--- config.mk ---
export PLATFORM = sky130hd
export DESIGN_NAME = lcdc_decoder
export DESIGN_NICKNAME = d
export VERILOG_FILES = /design/src/lcdc_pkg.sv /design/src/lcdc_fifo.sv /design/src/lcdc_decoder.sv
export SDC_FILE = /design/constraint.sdc
export NUM_CORES = 1
export LEC_CHECK = 0
export BUFFER_PORTS_ARGS = -buffer_cell sky130_fd_sc_hd__buf_2
export CORE_MARGIN = 2
export CORE_UTILIZATION = 50
export CTS_BUF_LIST = sky130_fd_sc_hd__clkbuf_8
export DETAILED_ROUTE_END_ITERATION = 8
export PLACE_DENSITY = 0.67
export SETUP_SLACK_MARGIN = 0.1
export SLEW_MARGIN = 5
export SYNTH_ARGS = -nofsm -noshare
export SYNTH_HDL_FRONTEND = slang
export SYNTH_SLANG_ARGS = --single-unit
--- constraint.sdc ---
create_clock -name clk -period 7.2 [get_ports clk]
set_clock_uncertainty 0.15 [all_clocks]
set_input_delay 0 -clock clk [delete_from_list [all_inputs] [get_ports clk]]
set_output_delay 0 -clock clk [all_outputs]
set_load 0.02 [all_outputs]
--- src/lcdc_pkg.sv ---
// constants, state encodings and field defaults for the display command decoder
// assumes one 25 MHz clock and host bytes already synchronous to it
package lcdc_pkg;
    localparam int FIFO_DEPTH = 8;
    localparam int FIFO_WIDTH = 9;

    localparam logic [7:0] OP_TEST_EXIT  = 8'hf0;
    localparam logic [7:0] OP_RESET      = 8'he2;
    localparam logic [7:0] OP_NOP        = 8'he3;
    localparam logic [7:0] OP_RMW_ENTER  = 8'he0;
    localparam logic [7:0] OP_RMW_END    = 8'hee;
    localparam logic [7:0] OP_VOL_MODE   = 8'h81;

    // value, mask pairs for pattern decode
    localparam logic [7:0] PT_TEST    = 8'hf0, MK_NIB  = 8'hf0;
    localparam logic [7:0] PT_DISP    = 8'hae, MK_BIT0 = 8'hfe;
    localparam logic [7:0] PT_START   = 8'h40, MK_TOP2 = 8'hc0;
    localparam logic [7:0] PT_PAGE    = 8'hb0;
    localparam logic [7:0] PT_COL_HI  = 8'h10;
    localparam logic [7:0] PT_COL_LO  = 8'h00;
    localparam logic [7:0] PT_SEGDIR  = 8'ha0;
    localparam logic [7:0] PT_INVERT  = 8'ha6;
    localparam logic [7:0] PT_ALLON   = 8'ha4;
    localparam logic [7:0] PT_BIAS    = 8'ha2;
    localparam logic [7:0] PT_IND     = 8'hac;
    localparam logic [7:0] PT_COMDIR  = 8'hc0;
    localparam logic [7:0] PT_POWER   = 8'h28, MK_TOP5 = 8'hf8;
    localparam logic [7:0] PT_RATIO   = 8'h20;

    localparam int COMDIR_BIT = 3;
    localparam logic [7:0] COL_MAX     = 8'h83;
    localparam logic [5:0] VOLUME_RST  = 6'h20;
    localparam logic [1:0] IND_OFF     = 2'h0;

    typedef enum logic [5:0] {
        ST_IDLE  = 6'h01,
        ST_VOL   = 6'h02,
        ST_IND   = 6'h04,
        ST_RWAIT = 6'h08,
        ST_RCAP  = 6'h10,
        ST_RDONE = 6'h20
    } lcdc_state_t;
endpackage

--- src/lcdc_fifo.sv ---
// byte fifo between host write port and command decoder
// assumes an asynchronous active-low reset whose release is already synchronous to clk
`default_nettype none
module lcdc_fifo #(
    parameter int WIDTH = 9,
    parameter int DEPTH = 8
) (
    input  wire logic             clk,
    input  wire logic             rst_n,
    input  wire logic             in_valid,
    output logic                  in_ready,
    input  wire logic [WIDTH-1:0] in_data,
    output logic                  out_valid,
    input  wire logic             out_ready,
    output logic      [WIDTH-1:0] out_data
);
    localparam int AW = $clog2(DEPTH);
    localparam int CW = $clog2(DEPTH + 1);

    typedef struct packed {
        logic [DEPTH-1:0][WIDTH-1:0] mem;
        logic [AW-1:0]               wp;
        logic [AW-1:0]               rp;
        logic [CW-1:0]               cnt;
        logic                        full;
        logic                        empty;
        logic                        avail;
    } lcdc_fifo_st_t;

    lcdc_fifo_st_t r, nxt;
    logic push, pop;

    assign push      = in_valid && !r.full;
    assign pop       = out_ready && !r.empty;
    assign in_ready  = r.avail;
    assign out_valid = !r.empty;
    assign out_data  = r.mem[r.rp];

    always_comb begin
        nxt = r;
        if (push) begin
            nxt.mem[r.wp] = in_data;
            nxt.wp = (r.wp == AW'(DEPTH - 1)) ? '0 : r.wp + 1'b1;
        end
        if (pop) begin
            nxt.rp = (r.rp == AW'(DEPTH - 1)) ? '0 : r.rp + 1'b1;
        end
        if (push && !pop) begin
            nxt.cnt = r.cnt + 1'b1;
        end else if (pop && !push) begin
            nxt.cnt = r.cnt - 1'b1;
        end
        nxt.full  = (nxt.cnt == CW'(DEPTH));
        nxt.empty = (nxt.cnt == '0);
        nxt.avail = (nxt.cnt != CW'(DEPTH));
    end

    always_ff @(posedge clk or negedge rst_n) begin
        if (!rst_n) begin
            r       <= '0;
            r.empty <= 1'b1;
            r.avail <= 1'b1;
        end else begin
            r <= nxt;
        end
    end
endmodule
`default_nettype wire

--- src/lcdc_decoder.sv ---
// command and data decoder for a dot-matrix display controller
// assumes host bytes synchronous to clk, display ram with one-cycle registered read
`default_nettype none
module lcdc_decoder (
    input  wire logic        clk,
    input  wire logic        rstn,
    // host write port: bit 8 is cmd_data_select
    input  wire logic        wr_valid,
    input  wire logic        wr_cmd_data_select,
    input  wire logic [7:0]  wr_data,
    output logic             wr_ready,
    // host read port: hold rd_req until rd_valid
    input  wire logic        rd_req,
    input  wire logic        rd_cmd_data_select,
    output logic             rd_valid,
    output logic [7:0]       rd_data,
    // display ram
    output logic             ram_we,
    output logic             ram_re,
    output logic [3:0]       ram_page,
    output logic [7:0]       ram_col,
    output logic [7:0]       ram_wdata,
    input  wire logic [7:0]  ram_rdata,
    // settings towards display and power logic
    output logic             display_on,
    output logic [5:0]       start_line,
    output logic [3:0]       page_addr,
    output logic [7:0]       col_addr,
    output logic             seg_reverse,
    output logic             pixel_invert,
    output logic             all_pixels_on,
    output logic             bias_select,
    output logic             com_reverse,
    output logic [2:0]       power_ctrl,
    output logic [2:0]       regulator_resistor_ratio,
    output logic [5:0]       contrast_volume,
    output logic             indicator_on,
    output logic [1:0]       indicator_mode,
    output logic             rmw_mode,
    output logic             test_mode,
    output logic             sleep_mode,
    output logic             standby_mode
);
    import lcdc_pkg::*;

    typedef struct packed {
        lcdc_state_t state;
        logic        disp_on;
        logic [5:0]  start;
        logic [3:0]  page;
        logic [7:0]  col;
        logic [7:0]  col_saved;
        logic        seg_rev;
        logic        invert;
        logic        all_on;
        logic        bias;
        logic        com_rev;
        logic [2:0]  power;
        logic [2:0]  ratio;
        logic [5:0]  volume;
        logic        ind_on;
        logic [1:0]  ind_mode;
        logic        rmw;
        logic        test;
        logic        force_sleep;
        logic        sleep;
        logic        standby;
        logic        we;
        logic        re;
        logic [3:0]  rpage;
        logic [7:0]  rcol;
        logic [7:0]  wdata;
        logic        rvalid;
        logic [7:0]  rdata;
    } lcdc_st_t;

    function automatic logic op_match(input logic [7:0] b, input logic [7:0] pt, input logic [7:0] mk);
        op_match = ((b & mk) == pt);
    endfunction

    function automatic logic [7:0] col_step(input logic [7:0] c);
        col_step = (c == COL_MAX) ? c : c + 8'h01;
    endfunction

    logic     rst_s1_r, rst_n;
    lcdc_st_t r, nxt;
    logic     f_valid, f_ready, f_sel, pop, cmd_pop, rd_take;
    logic [7:0] b;
    logic [8:0] f_data;
    logic       ps;

    // reset release through two flops
    always_ff @(posedge clk or negedge rstn) begin
        if (!rstn) begin
            rst_s1_r <= 1'b0;
            rst_n    <= 1'b0;
        end else begin
            rst_s1_r <= 1'b1;
            rst_n    <= rst_s1_r;
        end
    end

    lcdc_fifo #(
        .WIDTH (FIFO_WIDTH),
        .DEPTH (FIFO_DEPTH)
    ) u_fifo (
        .clk       (clk),
        .rst_n     (rst_n),
        .in_valid  (wr_valid),
        .in_ready  (wr_ready),
        .in_data   ({wr_cmd_data_select, wr_data}),
        .out_valid (f_valid),
        .out_ready (f_ready),
        .out_data  (f_data)
    );

    // decoder only stalls while serving a read
    assign f_ready = (r.state == ST_IDLE) || (r.state == ST_VOL) || (r.state == ST_IND);
    assign pop     = f_valid && f_ready;
    assign f_sel   = f_data[8];
    assign b       = f_data[7:0];
    assign cmd_pop = pop && !f_sel;
    assign rd_take = (r.state == ST_IDLE) && !f_valid && rd_req;

    always_comb begin
        nxt        = r;
        nxt.we     = 1'b0;
        nxt.re     = 1'b0;
        nxt.rvalid = 1'b0;
        ps         = 1'b0;
        unique case (r.state)
            ST_IDLE: begin
                if (pop && f_sel && !r.test) begin
                    nxt.we    = 1'b1;
                    nxt.rpage = r.page;
                    nxt.rcol  = r.col;
                    nxt.wdata = b;
                    nxt.col   = col_step(r.col);
                end else if (cmd_pop && r.test && b != OP_RESET) begin
                    // in test only the exit code is heard; reset falls through to its full decode
                    if (b == OP_TEST_EXIT) begin
                        nxt.test = 1'b0;
                    end
                end else if (cmd_pop) begin
                    if (b == OP_TEST_EXIT) begin
                        nxt.test = 1'b0;
                    end else if (op_match(b, PT_TEST, MK_NIB)) begin
                        nxt.test = 1'b1;
                    end else if (b == OP_RESET) begin
                        nxt.start   = '0;
                        nxt.page    = '0;
                        nxt.col     = '0;
                        nxt.com_rev = 1'b0;
                        nxt.bias    = 1'b0;
                        nxt.rmw     = 1'b0;
                        nxt.power   = '0;
                        nxt.ratio   = '0;
                        nxt.volume  = VOLUME_RST;
                        nxt.test    = 1'b0;
                        if (r.standby) begin
                            nxt.force_sleep = 1'b1;
                        end
                    end else if (b == OP_RMW_ENTER) begin
                        nxt.rmw       = 1'b1;
                        nxt.col_saved = r.col;
                    end else if (b == OP_RMW_END) begin
                        nxt.rmw = 1'b0;
                        nxt.col = r.col_saved;
                    end else if (b == OP_VOL_MODE) begin
                        nxt.state = ST_VOL;
                    end else if (op_match(b, PT_DISP, MK_BIT0)) begin
                        nxt.disp_on = b[0];
                    end else if (op_match(b, PT_START, MK_TOP2)) begin
                        nxt.start = b[5:0];
                    end else if (op_match(b, PT_PAGE, MK_NIB)) begin
                        nxt.page = b[3:0];
                    end else if (op_match(b, PT_COL_HI, MK_NIB)) begin
                        nxt.col[7:4] = b[3:0];
                    end else if (op_match(b, PT_COL_LO, MK_NIB)) begin
                        nxt.col[3:0] = b[3:0];
                    end else if (op_match(b, PT_SEGDIR, MK_BIT0)) begin
                        nxt.seg_rev = b[0];
                    end else if (op_match(b, PT_INVERT, MK_BIT0)) begin
                        nxt.invert = b[0];
                    end else if (op_match(b, PT_ALLON, MK_BIT0)) begin
                        nxt.all_on = b[0];
                    end else if (op_match(b, PT_BIAS, MK_BIT0)) begin
                        nxt.bias = b[0];
                    end else if (op_match(b, PT_IND, MK_BIT0)) begin
                        nxt.ind_on = b[0];
                        if (b[0]) begin
                            nxt.state = ST_IND;
                        end else begin
                            nxt.ind_mode = IND_OFF;
                        end
                    end else if (op_match(b, PT_COMDIR, MK_NIB)) begin
                        nxt.com_rev = b[COMDIR_BIT];
                    end else if (op_match(b, PT_POWER, MK_TOP5)) begin
                        nxt.power = b[2:0];
                    end else if (op_match(b, PT_RATIO, MK_TOP5)) begin
                        nxt.ratio = b[2:0];
                    end
                end else if (rd_take) begin
                    if (rd_cmd_data_select) begin
                        nxt.re    = 1'b1;
                        nxt.rpage = r.page;
                        nxt.rcol  = r.col;
                        nxt.state = ST_RWAIT;
                    end else begin
                        nxt.rdata  = {1'b0, r.seg_rev, !r.disp_on, 1'b0, 4'h0};
                        nxt.rvalid = 1'b1;
                        nxt.state  = ST_RDONE;
                    end
                end
            end
            ST_VOL: begin
                if (cmd_pop) begin
                    nxt.volume = b[5:0];
                    nxt.state  = ST_IDLE;
                end
            end
            ST_IND: begin
                if (cmd_pop) begin
                    nxt.ind_mode = b[1:0];
                    nxt.state    = ST_IDLE;
                end
            end
            ST_RWAIT: begin
                nxt.state = ST_RCAP;
            end
            ST_RCAP: begin
                nxt.rdata  = ram_rdata;
                nxt.rvalid = 1'b1;
                if (!r.rmw) begin
                    nxt.col = col_step(r.col);
                end
                nxt.state = ST_RDONE;
            end
            ST_RDONE: begin
                nxt.state = ST_IDLE;
            end
        endcase
        ps = !nxt.disp_on && nxt.all_on;
        if (!ps) begin
            nxt.force_sleep = 1'b0;
        end
        nxt.sleep   = ps && (!nxt.ind_on || nxt.force_sleep);
        nxt.standby = ps && nxt.ind_on && !nxt.force_sleep;
    end

    always_ff @(posedge clk or negedge rst_n) begin
        if (!rst_n) begin
            r        <= '0;
            r.state  <= ST_IDLE;
            r.volume <= VOLUME_RST;
        end else begin
            r <= nxt;
        end
    end

    assign ram_we                   = r.we;
    assign ram_re                   = r.re;
    assign ram_page                 = r.rpage;
    assign ram_col                  = r.rcol;
    assign ram_wdata                = r.wdata;
    assign rd_valid                 = r.rvalid;
    assign rd_data                  = r.rdata;
    assign display_on               = r.disp_on;
    assign start_line               = r.start;
    assign page_addr                = r.page;
    assign col_addr                 = r.col;
    assign seg_reverse              = r.seg_rev;
    assign pixel_invert             = r.invert;
    assign all_pixels_on            = r.all_on;
    assign bias_select              = r.bias;
    assign com_reverse              = r.com_rev;
    assign power_ctrl               = r.power;
    assign regulator_resistor_ratio = r.ratio;
    assign contrast_volume          = r.volume;
    assign indicator_on             = r.ind_on;
    assign indicator_mode           = r.ind_mode;
    assign rmw_mode                 = r.rmw;
    assign test_mode                = r.test;
    assign sleep_mode               = r.sleep;
    assign standby_mode             = r.standby;
endmodule
`default_nettype wire

==> results of run 1 <==
routing by layer:
layer | global-route usage [%] | up-vias | share of wire (%)
li1 | - | 3093 | -
met5 | 0 | - | 0
met1 | 31.6 | 3282 | 45
met4 | 8.93 | 0 | 2.4
met2 | 36.4 | 210 | 47
met3 | 4.58 | 38 | 5.1
cell type report:
type / instances / area, um^2 / area share (%)
Inverter: 17 / 63.8 / 0.627
Timing Repair Buffer: 128 / 786 / 7.72
Clock inverter: 13 / 148 / 1.45
Tap cell: 229 / 287 / 2.82
Sequential cell: 176 / 4410 / 43.4
Multi-Input combinational cell: 559 / 4210 / 41.4
Clock buffer: 19 / 262 / 2.57
sequential cells by signal, summed over array words and instances (netlist names), 2 cells and up:
signal                    flops
col_addr                      8
rd_data                       8
u_fifo.r                     84
indicator_mode                2
ram_page                      4
regulator_resistor_ratio      3
ram_wdata                     8
power_ctrl                    3
start_line                    6
contrast_volume               6
r                            15
ram_col                       8
page_addr                     4
kinds of logic (layout without fill, tap and decap cells):
logic type                 count (synthesis)  in the layout  share of synthesized area, %
other                                      1              1                        0.0404
xor gates and xnor gates                   9              9                         0.849
and+or+nand+nor                          253            253                          13.4
muxes                                    152            152                          20.1
buffers and inverters                    107            177                          7.27
DFF                                      176            176                          47.5
adders and majority gates                  7              7                         0.943
AOI/OAI and AO/OA                        137            137                          10.0
timing repair:
| action | CTS | global route |
|---|---|---|
| hold buffers | 26 | 0 |
| endpoints found under the setup margin | 0 | 0 |
| endpoints found under the hold margin | 90 | 0 |
| setup buffers | 0 | 0 |
metrics by stage:
step / hold slack (ns) / worst slack [ns] / power [mW] / utilization, % / instances
after floorplan: -0.446 / 1.79 / 3.28 / - / 842
after global placement: -0.364 / 3.13 / 3.70 / 52.5 / 1083
after detailed placement: -0.363 / 3.08 / 3.74 / 52.5 / 1083
after CTS: 0.0596 / 2.98 / 4.48 / 56.3 / 1141
after global routing: 0.0996 / 2.60 / 4.77 / 56.3 / 1141
final: 0.0675 / 2.95 / 4.47 / 56.3 / 1141
worst max-delay path by stage:
stage | start | cells past startpoint | to
3_3_place_gp | u_fifo.r[8] | 7 | indicator_mode[1]
3_5_place_dp | u_fifo.r[8] | 8 | indicator_mode[1]
4_1_cts | u_fifo.r[8] | 8 | rd_data[6]
2_1_floorplan | rst_n | 0 | all_pixels_on
5_1_grt | u_fifo.r[8] | 8 | start_line[4]
6_report | u_fifo.r[8] | 8 | rd_data[5]
report_power, final:
part	total, mW	internal (mW)	leakage (nW)	switching (mW)
sequential	1.71	1.35	2.24	0.364
clock	0.708	0.356	0.217	0.353
combinational	2.05	0.884	2.27	1.16
critical path: cells and delay by family, from the launching register on:
family,cells,cell delay (ns)
AOI/OAI and AO/OA,3,0.94
muxes,1,0.22
buffers and inverters,1,0.56
and+or+nand+nor,3,1.12
DFF,1,1.11
cells in the mapped netlist (5+ instances only):
master / number / area (um^2)
dfrtp_1: 172 / 4300
mux2_2: 111 / 1250
nand2_1: 88 / 330
buf_4: 61 / 458
nor2_1: 49 / 184
o21ai_0: 40 / 200
nand3_1: 31 / 155
mux2i_1: 23 / 230
a21oi_1: 22 / 110
clkbuf_1: 19 / 71.3
inv_1: 17 / 63.8
nor3_1: 16 / 80.1
mux4_2: 12 / 270
nand2b_1: 11 / 68.8
a21o_1: 8 / 60.1
and3_1: 7 / 43.8
ha_1: 7 / 87.6
nor2b_1: 7 / 43.8
or3_1: 7 / 43.8
xnor2_1: 7 / 61.3
a22o_1: 6 / 52.6
nor3b_1: 6 / 45.0
o211ai_1: 6 / 45.0
buf_2: 5 / 25.0
nand3b_1: 5 / 37.5
o22ai_1: 5 / 31.3
==> results.sh, run 1 <==
export IMPL_async_flop_share_pct=100
export IMPL_postRouteAntennaNets=0
export IMPL_cts_buffers=17
export IMPL_relSlewSlack_pct=24.1
export IMPL_cts_htree_levels=4
export IMPL_cts_num_sinks=176
export IMPL_numPortBuffers=96
export IMPL_finalSetupTns_ns=0
export IMPL_postLayoutCellArea_mm2=0.0102
export IMPL_slowest_stage="dfrtp_2"
export IMPL_reg2reg_slack_ns=2.95
export IMPL_grt_max_degree=81
export IMPL_worstSkewPairLatency_ns=0.49
export IMPL_die_area_mm2=0.0197
export IMPL_num_vias=6623
export IMPL_grt_usage_pct=23.0
export IMPL_grt_pass1_wl_mm=35.2
export IMPL_boundaryPins=97
export IMPL_drv_cap=0
export IMPL_drt_iter0_drc=444
export IMPL_run_status="completed"
export IMPL_synth_nets=871
export IMPL_wl_per_cell_um=19.1
export IMPL_synthToLayoutAreaGrowth_pct=9.52
export IMPL_cts_max_path_buffers=2
export IMPL_fmaxAchievable_mhz=236
export IMPL_hpwl_mm=15.4
export IMPL_fin_nets=928
export IMPL_layout_commonest_cell="dfrtp_1"
export IMPL_cp_slowest_stage_delay_ns=1.11
export IMPL_required_ns=7.42
export IMPL_grt_pass1_vias=6449
export IMPL_ys_flop_type="dfrtp_1"
export IMPL_most_common_layout_cells="dfrtp_1, mux2_2, buf_2"
export IMPL_synthCells=842
export IMPL_ctsResizeCount=0
export IMPL_antenna_found_initial=0
export IMPL_min_period_ns=4.25
export IMPL_yosysSeqAreaShare_pct=47.5
export IMPL_tightest_slew_ns=1.14
export IMPL_via_per_inst=5.80
export IMPL_grt_ovfl_total=0
export IMPL_clkTransAtPathRegs_ns=0.09
export IMPL_gp_congestion=0.983
export IMPL_initial_core_util_pct=51.4
export IMPL_path_max_fanout=48
export IMPL_period_share_pct=59.0
export IMPL_ys_ff_latch=176
export IMPL_die_w_um=140
export IMPL_cp_start_kind="flop"
export IMPL_num_fill_cells=1527
export IMPL_rsz0062_at_grt="false"
export IMPL_cts_tree="done"
export IMPL_reg2reg_depth=8
export IMPL_power_leakage_nw=4.73
export IMPL_synth_cell_types=78
export IMPL_drive_above_1_share_pct=30.3
export IMPL_core_area_mm2=0.0181
export IMPL_setup_viol=0
export IMPL_die_h_um=140
export IMPL_rows=49
export IMPL_antennaDiodeCount=0
export IMPL_crit_top_cell="o211ai_1"
export IMPL_p_per_area_mw_per_mm2=439
export IMPL_route_detailed_drc=0
export IMPL_r2r_end="rd_data[5]"
export IMPL_hp_class="reg2async"
export IMPL_worstPathArrival_ns=4.47
export IMPL_hold_viol=0
export IMPL_cp_end_kind="flop"
export IMPL_worstReg2RegStart="u_fifo.r[8]"
export IMPL_placed_area_mm2=0.00950
export IMPL_avgSynthCellArea_um2=11.0
export IMPL_drv_slew=0
export IMPL_synth_area_mm2=0.00929
export IMPL_yosys_warnings=0
export IMPL_synth_edf_count=0
export IMPL_drt_pre_antenna_iters=6
export IMPL_root_buffer="clkbuf_8"
export IMPL_path_class="reg2reg"
export IMPL_crit_chain="mux2i_1 > a22o_1 > o211ai_1 > nand2_1 > or4_1 > nand3_1 > o211ai_1 > dlygate4sd3_1"
export IMPL_max_vdd_ir_drop_v=0.000257
export IMPL_wirelength_mm=21.7
Power figures use the tool's default switching activity.
==> run 2: changes to the inputs <==
ABC_AREA = 1   (was default)
clock period = 4.3 ns   (was 7.2 ns; I/O delays follow)
==> run 2 against run 1 <==
  * Non-clock buffer count is 1 lower
  * Global-route usage is 2.2 points higher
  * Synthesized cell count is 44% higher
  * Power is 61% higher
  * Combinational power is 69% higher
  * Cell count is 32% higher
  * First-iteration DRC count is 50% higher
  * Cell area is 1.2% higher
  * Setup slack worse by 2.3 ns
  * Area after synthesis is 2.0% higher
  * Sequential share of layout area is 0.54 points lower
==> results.sh, run 2 <==
export IMPL_run_status="completed"
export IMPL_top_register="u_fifo.r"
export IMPL_avgSynthCellArea_um2=7.82
export IMPL_wl_per_cell_um=16.0
export IMPL_fin_nets=1292
export IMPL_cp_start_kind="flop"
export IMPL_seqCellArea_mm2=0.00441
export IMPL_grt_pass1_wl_mm=39.9
export IMPL_crit_chain="inv_4 > nand2_1 > nand3_1 > nand3_1 > nand2_1 > nand2_1 > nor2_1 > nand2_2 > nand2_2 > nand2_1 > nor2_1 > nand3_1 > nand2_1 > nand2_1 > nor2_1 > nor2_1"
export IMPL_hpwl_mm=17.5
export IMPL_required_ns=4.52
export IMPL_critPathLaunch="u_fifo.r[7]"
export IMPL_r2r_end="standby_mode"
export IMPL_grt_max_degree=75
export IMPL_cts_tree="done"
export IMPL_route_detailed_drc=0
export IMPL_antenna_found_initial=0
export IMPL_postCtsSetupBuffers=0
export IMPL_hold_buffers=24
export IMPL_rsz0062_at_grt="false"
export IMPL_drt_pre_antenna_iters=6
export IMPL_die_h_um=142
export IMPL_slowest_stage="dfrtp_1"
export IMPL_drv_slew=0
export IMPL_post_route_worst_setup_slack_ns=0.647
export IMPL_grt_pass1_vias=7656
export IMPL_multiInputGateArea_mm2=0.00384
export IMPL_placed_area_mm2=0.00966
export IMPL_cts_buffers=17
export IMPL_synth_most_common_cell="nand2_1"
export IMPL_synth_cell_types=50
export IMPL_num_fill_cells=1785
export IMPL_power_leakage_nw=5.38
export IMPL_cp_end_kind="flop"
export IMPL_synth_top_cell_by_area="dfrtp_1"
export IMPL_ys_flop_type="dfrtp_1"
export IMPL_antennaDiodeCount=0
export IMPL_finalSetupTns_ns=0
export IMPL_num_vias=7991
export IMPL_path_class="reg2reg"
export IMPL_min_period_ns=3.65
export IMPL_period_share_pct=85.0
export IMPL_grt_usage_pct=25.2
export IMPL_crit_top_cell="nand2_1"
export IMPL_postLayoutCellArea_mm2=0.0103
export IMPL_clkTransAtPathRegs_ns=0.10
export IMPL_reg_top3="u_fifo.r: 84 flops, r: 15 flops"
export IMPL_most_common_layout_cells="nand2_1, dfrtp_1, inv_1"
export IMPL_postRouteAntennaNets=0
export IMPL_fmaxAchievable_mhz=274
export IMPL_root_buffer="clkbuf_8"
export IMPL_crit_end="standby_mode"
export IMPL_p_per_area_mw_per_mm2=699
export IMPL_die_area_mm2=0.0201
export IMPL_synthToLayoutAreaGrowth_pct=8.70
export IMPL_drv_cap=0
export IMPL_wirelength_mm=24.2
export IMPL_synth_nets=1240
export IMPL_cts_num_sinks=176
export IMPL_core_area_mm2=0.0186
export IMPL_largest_reg_flops=84
export IMPL_cp_slowest_stage_delay_ns=0.67
export IMPL_synth_area_top_cells="dfrtp_1, nand2_1, o21ai_0, inv_1, nand3_1"
export IMPL_relSlewSlack_pct=13.9
export IMPL_worstReg2RegStart="u_fifo.r[7]"
export IMPL_hold_viol=0
export IMPL_max_vdd_ir_drop_v=0.000365
export IMPL_hold_depth=3
export IMPL_synth_area_mm2=0.00947
export IMPL_gp_congestion=0.979
export IMPL_yosys_top_cells_count="nand2_1, dfrtp_1, inv_1"
export IMPL_numPortBuffers=96
export IMPL_async_flop_share_pct=100
export IMPL_die_w_um=142
export IMPL_final_util_pct=55.2
export IMPL_tightest_slew_ns=1.28
export IMPL_boundaryPins=97
export IMPL_synth_edf_count=0
export IMPL_setup_viol=0
export IMPL_drive_above_1_share_pct=14.9
export IMPL_hp_class="in2reg"
export IMPL_grt_ovfl_total=0
export IMPL_cts_htree_levels=4
export IMPL_ctsResizeCount=0
export IMPL_preCtsSetupSlack_ns=0.698
export IMPL_cts_max_path_buffers=2
export IMPL_yosysSeqAreaShare_pct=46.5
export IMPL_path_max_fanout=32
export IMPL_reg2reg_slack_ns=0.65
export IMPL_drt_iter0_drc=665
export IMPL_layout_commonest_cell="nand2_1"
export IMPL_synth_top_cell_area_share_pct=45.4
export IMPL_worstPathArrival_ns=3.88
export IMPL_via_per_inst=5.29
export IMPL_synthCells=1211
export IMPL_reg2reg_depth=16
export IMPL_worstSkewPairLatency_ns=0.48
export IMPL_whs_ns=0.136
export IMPL_ys_ff_latch=176
export IMPL_rows=50
export IMPL_yosys_warnings=0
export IMPL_initial_core_util_pct=50.8
-- run 2: how the worst min path moves through the flow --
stage / slack [ns] / startpoint / to
6_report: 0.14 / ram_rdata[0] / rd_data[0]
3_3_place_gp: -0.36 / rstn / rst_s1_r
4_1_cts: 0.10 / ram_rdata[7] / rd_data[7]
3_5_place_dp: -0.36 / rstn / rst_s1_r
5_1_grt: 0.13 / ram_rdata[4] / rd_data[4]
2_1_floorplan: -0.45 / rstn / rst_n
-- run 2: kinds of logic (layout without fill, tap and decap cells) --
| family | Yosys count | in the layout | synth area share [%] |
|---|---|---|---|
| AOI/OAI and AO/OA | 188 | 188 | 11.6 |
| buffers and inverters | 243 | 308 | 13.0 |
| other | 1 | 1 | 0.0396 |
| muxes | 5 | 5 | 0.581 |
| DFF | 176 | 176 | 46.5 |
| adders and majority gates | 7 | 7 | 0.924 |
| xor gates and xnor gates | 8 | 8 | 0.740 |
| and+or+nand+nor | 583 | 583 | 26.6 |
-- run 2: worst max-delay path, delay by kind of cell (launching register included) --
family                 cells  cell delay (ns)
AND/OR/NAND/NOR           15             2.29
flip-flops                 1             0.67
buffers and inverters      1             0.39
-- run 2: where the power goes --
group          internal [mW]  switching [mW]
clock network          0.487           0.697
logic                   1.00            2.46
registers               2.18           0.369
total                   3.67            3.52
-- run 2: per-stage QoR --
stage	instances	total power [mW]
floorplan	1211	5.17
global placement	1454	5.93
detailed placement	1454	5.96
CTS	1510	7.19
global route	1510	7.79
finish	1510	7.19
-- run 2: metal layers --
| metal | vias up | share of wire (%) | wire length [um] | global-route usage, % |
|---|---|---|---|---|
| met2 | 239 | 47 | 11300 | 40.0 |
| met4 | 0 | 2.9 | 697 | 9.89 |
| met1 | 3759 | 46 | 11200 | 34.8 |
| met3 | 54 | 4.3 | 1030 | 4.25 |
| met5 | - | 0 | 0 | 0 |
| li1 | 3939 | - | - | - |
-- run 2: area by class of cell --
| cell class | count | share of cell area [%] |
|---|---|---|
| clock buffer | 17 | 2.27 |
| multi-input combinational | 792 | 37.3 |
| clock inverter | 15 | 1.63 |
| tap | 234 | 2.84 |
| sequential | 176 | 42.9 |
| timing repair buffer | 127 | 7.63 |
| inverter | 149 | 5.50 |
==> run 3: changes to the inputs <==
clock period = 3.6 ns   (was 4.3 ns; I/O delays follow)
==> run 3 against run 2 <==
  * Setup slack got worse by 0.34 ns
  * Sequential cell count unchanged
  * Clock-buffer cell count is the same
  * Combinational power up 24%
  * Critical path type unchanged
  * Critical endpoint is now col_addr[1]
  * Largest cell class unchanged
  * Largest power group unchanged
==> results.sh, run 3 (synthesis results as in run 2) <==
export IMPL_antennaDiodeCount=0
export IMPL_cts_htree_levels=4
export IMPL_path_max_fanout=25
export IMPL_drv_slew=0
export IMPL_whs_ns=0.135
export IMPL_tightest_slew_ns=0.781
export IMPL_run_status="completed"
export IMPL_worstReg2RegStart="u_fifo.r[7]"
export IMPL_die_w_um=142
export IMPL_grt_usage_pct=24.9
export IMPL_seqPwrFrac_pct=34.8
export IMPL_initial_core_util_pct=50.8
export IMPL_top_register="u_fifo.r"
export IMPL_reg2reg_depth=13
export IMPL_max_vdd_ir_drop_v=0.000443
export IMPL_p_per_area_mw_per_mm2=833
export IMPL_most_common_layout_cells="nand2_1, dfrtp_1, inv_1"
export IMPL_postRouteAntennaNets=0
export IMPL_drt_pre_antenna_iters=5
export IMPL_worstSkewPairLatency_ns=0.48
export IMPL_synthToLayoutAreaGrowth_pct=9.63
export IMPL_grt_max_degree=58
export IMPL_relSlewSlack_pct=47.8
export IMPL_reg_top3="u_fifo.r: 84 flops, r: 15 flops"
export IMPL_drv_cap=0
export IMPL_power_leakage_nw=5.44
export IMPL_placed_area_mm2=0.00977
export IMPL_core_area_mm2=0.0186
export IMPL_fin_nets=1305
export IMPL_switching_share_pct=48.6
export IMPL_wirelength_mm=24.2
export IMPL_num_vias=8060
export IMPL_hp_class="in2reg"
export IMPL_preCtsSetupSlack_ns=0.535
export IMPL_cts_num_sinks=176
export IMPL_layout_commonest_cell="nand2_1"
export IMPL_hpwl_mm=17.7
export IMPL_cts_buffers=17
export IMPL_pwr_share_clk_pct=15.7
export IMPL_die_h_um=142
export IMPL_clkTransAtPathRegs_ns=0.10
export IMPL_die_area_mm2=0.0201
export IMPL_top_usage_layer="met2"
export IMPL_cts_tree="done"
export IMPL_p_sw_mw=4.20
export IMPL_min_to="rd_data[4]"
export IMPL_worstPathArrival_ns=3.55
export IMPL_grt_pass1_vias=7660
export IMPL_drive_above_1_share_pct=15.8
export IMPL_numPortBuffers=96
export IMPL_num_fill_cells=1796
export IMPL_met2_usage_pct=41.9
export IMPL_internal_power_mw=4.45
export IMPL_cp_start_kind="flop"
export IMPL_seqCellArea_mm2=0.00441
export IMPL_boundaryPins=97
export IMPL_grt_pass1_wl_mm=39.4
export IMPL_rsz0062_at_grt="false"
export IMPL_min_period_ns=3.29
export IMPL_wl_per_cell_um=15.9
export IMPL_postCtsSetupBuffers=0
export IMPL_grt_use_met3_pct=4.59
export IMPL_fmaxAchievable_mhz=304
export IMPL_setup_viol=0
export IMPL_multiInputGateArea_mm2=0.00384
export IMPL_finalSetupTns_ns=0
export IMPL_grt_ovfl_total=0
export IMPL_root_buffer="clkbuf_8"
export IMPL_r2r_end="col_addr[1]"
export IMPL_largest_reg_flops=84
export IMPL_cts_max_path_buffers=2
export IMPL_path_class="reg2reg"
export IMPL_use_met1_pct=32.7
export IMPL_drt_iter0_drc=688
export IMPL_hold_depth=3
export IMPL_power_frac_comb_pct=49.6
export IMPL_rows=50
export IMPL_post_route_worst_setup_slack_ns=0.310
export IMPL_cp_end_kind="flop"
export IMPL_route_detailed_drc=0
export IMPL_required_ns=3.86
export IMPL_reg2reg_slack_ns=0.31
export IMPL_hold_viol=0
export IMPL_antenna_found_initial=0
export IMPL_hold_path_startpoint="ram_rdata[4]"
export IMPL_power_total_mw=8.66
export IMPL_via_per_inst=5.29
export IMPL_gp_congestion=0.974
export IMPL_period_share_pct=91.4
export IMPL_postLayoutCellArea_mm2=0.0104
==> run 3: cell types whose count changed in the layout (fill, tap and decap cells not counted), moves of 2 or more <==
cell	previous run	this run
buf_4	6	18
clkinv_8	2	0
clkinv_4	1	3
clkinv_2	0	3
==> run 3: worst max-delay path, cell delays in order (launching register included) <==
cell,delay [ns]
dfrtp_1,0.55
buf_4,0.34
nand2_1,0.08
nand3_1,0.11
nand3_1,0.08
nand2_1,0.24
nor2_1,0.15
nand2_1,0.19
nand2_2,0.20
nor2_1,0.31
o211ai_1,0.20
o21ai_0,0.36
nor2_1,0.12
nor2_1,0.14
==> run 3: layout make-up <==
type | count | share of cell area, %
multi-input combinational | 792 | 37.0
clock inverter | 15 | 1.40
inverter | 149 | 5.46
clock buffer | 17 | 2.25
sequential | 176 | 42.5
timing repair buffer | 140 | 8.63
tap | 234 | 2.82
==> run 3: how the worst max path moves through the flow <==
stage | cells past startpoint | end | from | slack [ns]
4_1_cts | 13 | col_addr[1] | u_fifo.r[7] | 0.43
2_1_floorplan | 0 | all_pixels_on | rst_n | 0.55
6_report | 13 | col_addr[1] | u_fifo.r[7] | 0.31
3_3_place_gp | 13 | col_addr[1] | u_fifo.r[7] | 0.55
5_1_grt | 15 | col_addr[1] | u_fifo.r[7] | 0.14
3_5_place_dp | 13 | col_addr[1] | u_fifo.r[7] | 0.54
==> run 3: power groups by stage <==
stage / logic (mW) / registers (mW) / clock network (mW)
2_1_floorplan: 3.23 / 2.94 / 0
3_3_place_gp: 4.17 / 3.02 / 0
3_5_place_dp: 4.20 / 3.05 / 0
4_1_cts: 4.26 / 3.01 / 1.39
5_1_grt: 4.84 / 3.09 / 1.47
6_report: 4.29 / 3.01 / 1.36
==> run 3: metal layers <==
metal / vias up / part of all wire, %
met4: 0 / 2.2
met3: 41 / 4.2
li1: 3975 / -
met2: 195 / 48
met1: 3849 / 45
met5: - / 0
==> run 3: through the flow <==
stage	std cells	utilization, %
global placement	1467	52.4
global route	1523	55.7
detailed placement	1467	52.4
finish	1523	55.7
floorplan	1211	-
CTS	1523	55.7
==> run 3: timing repair <==
action / 4_1_cts / 5_1_grt
hold buffers: 24 / 0
resized for setup: 0 / 0
endpoints found under the hold margin: 93 / 0
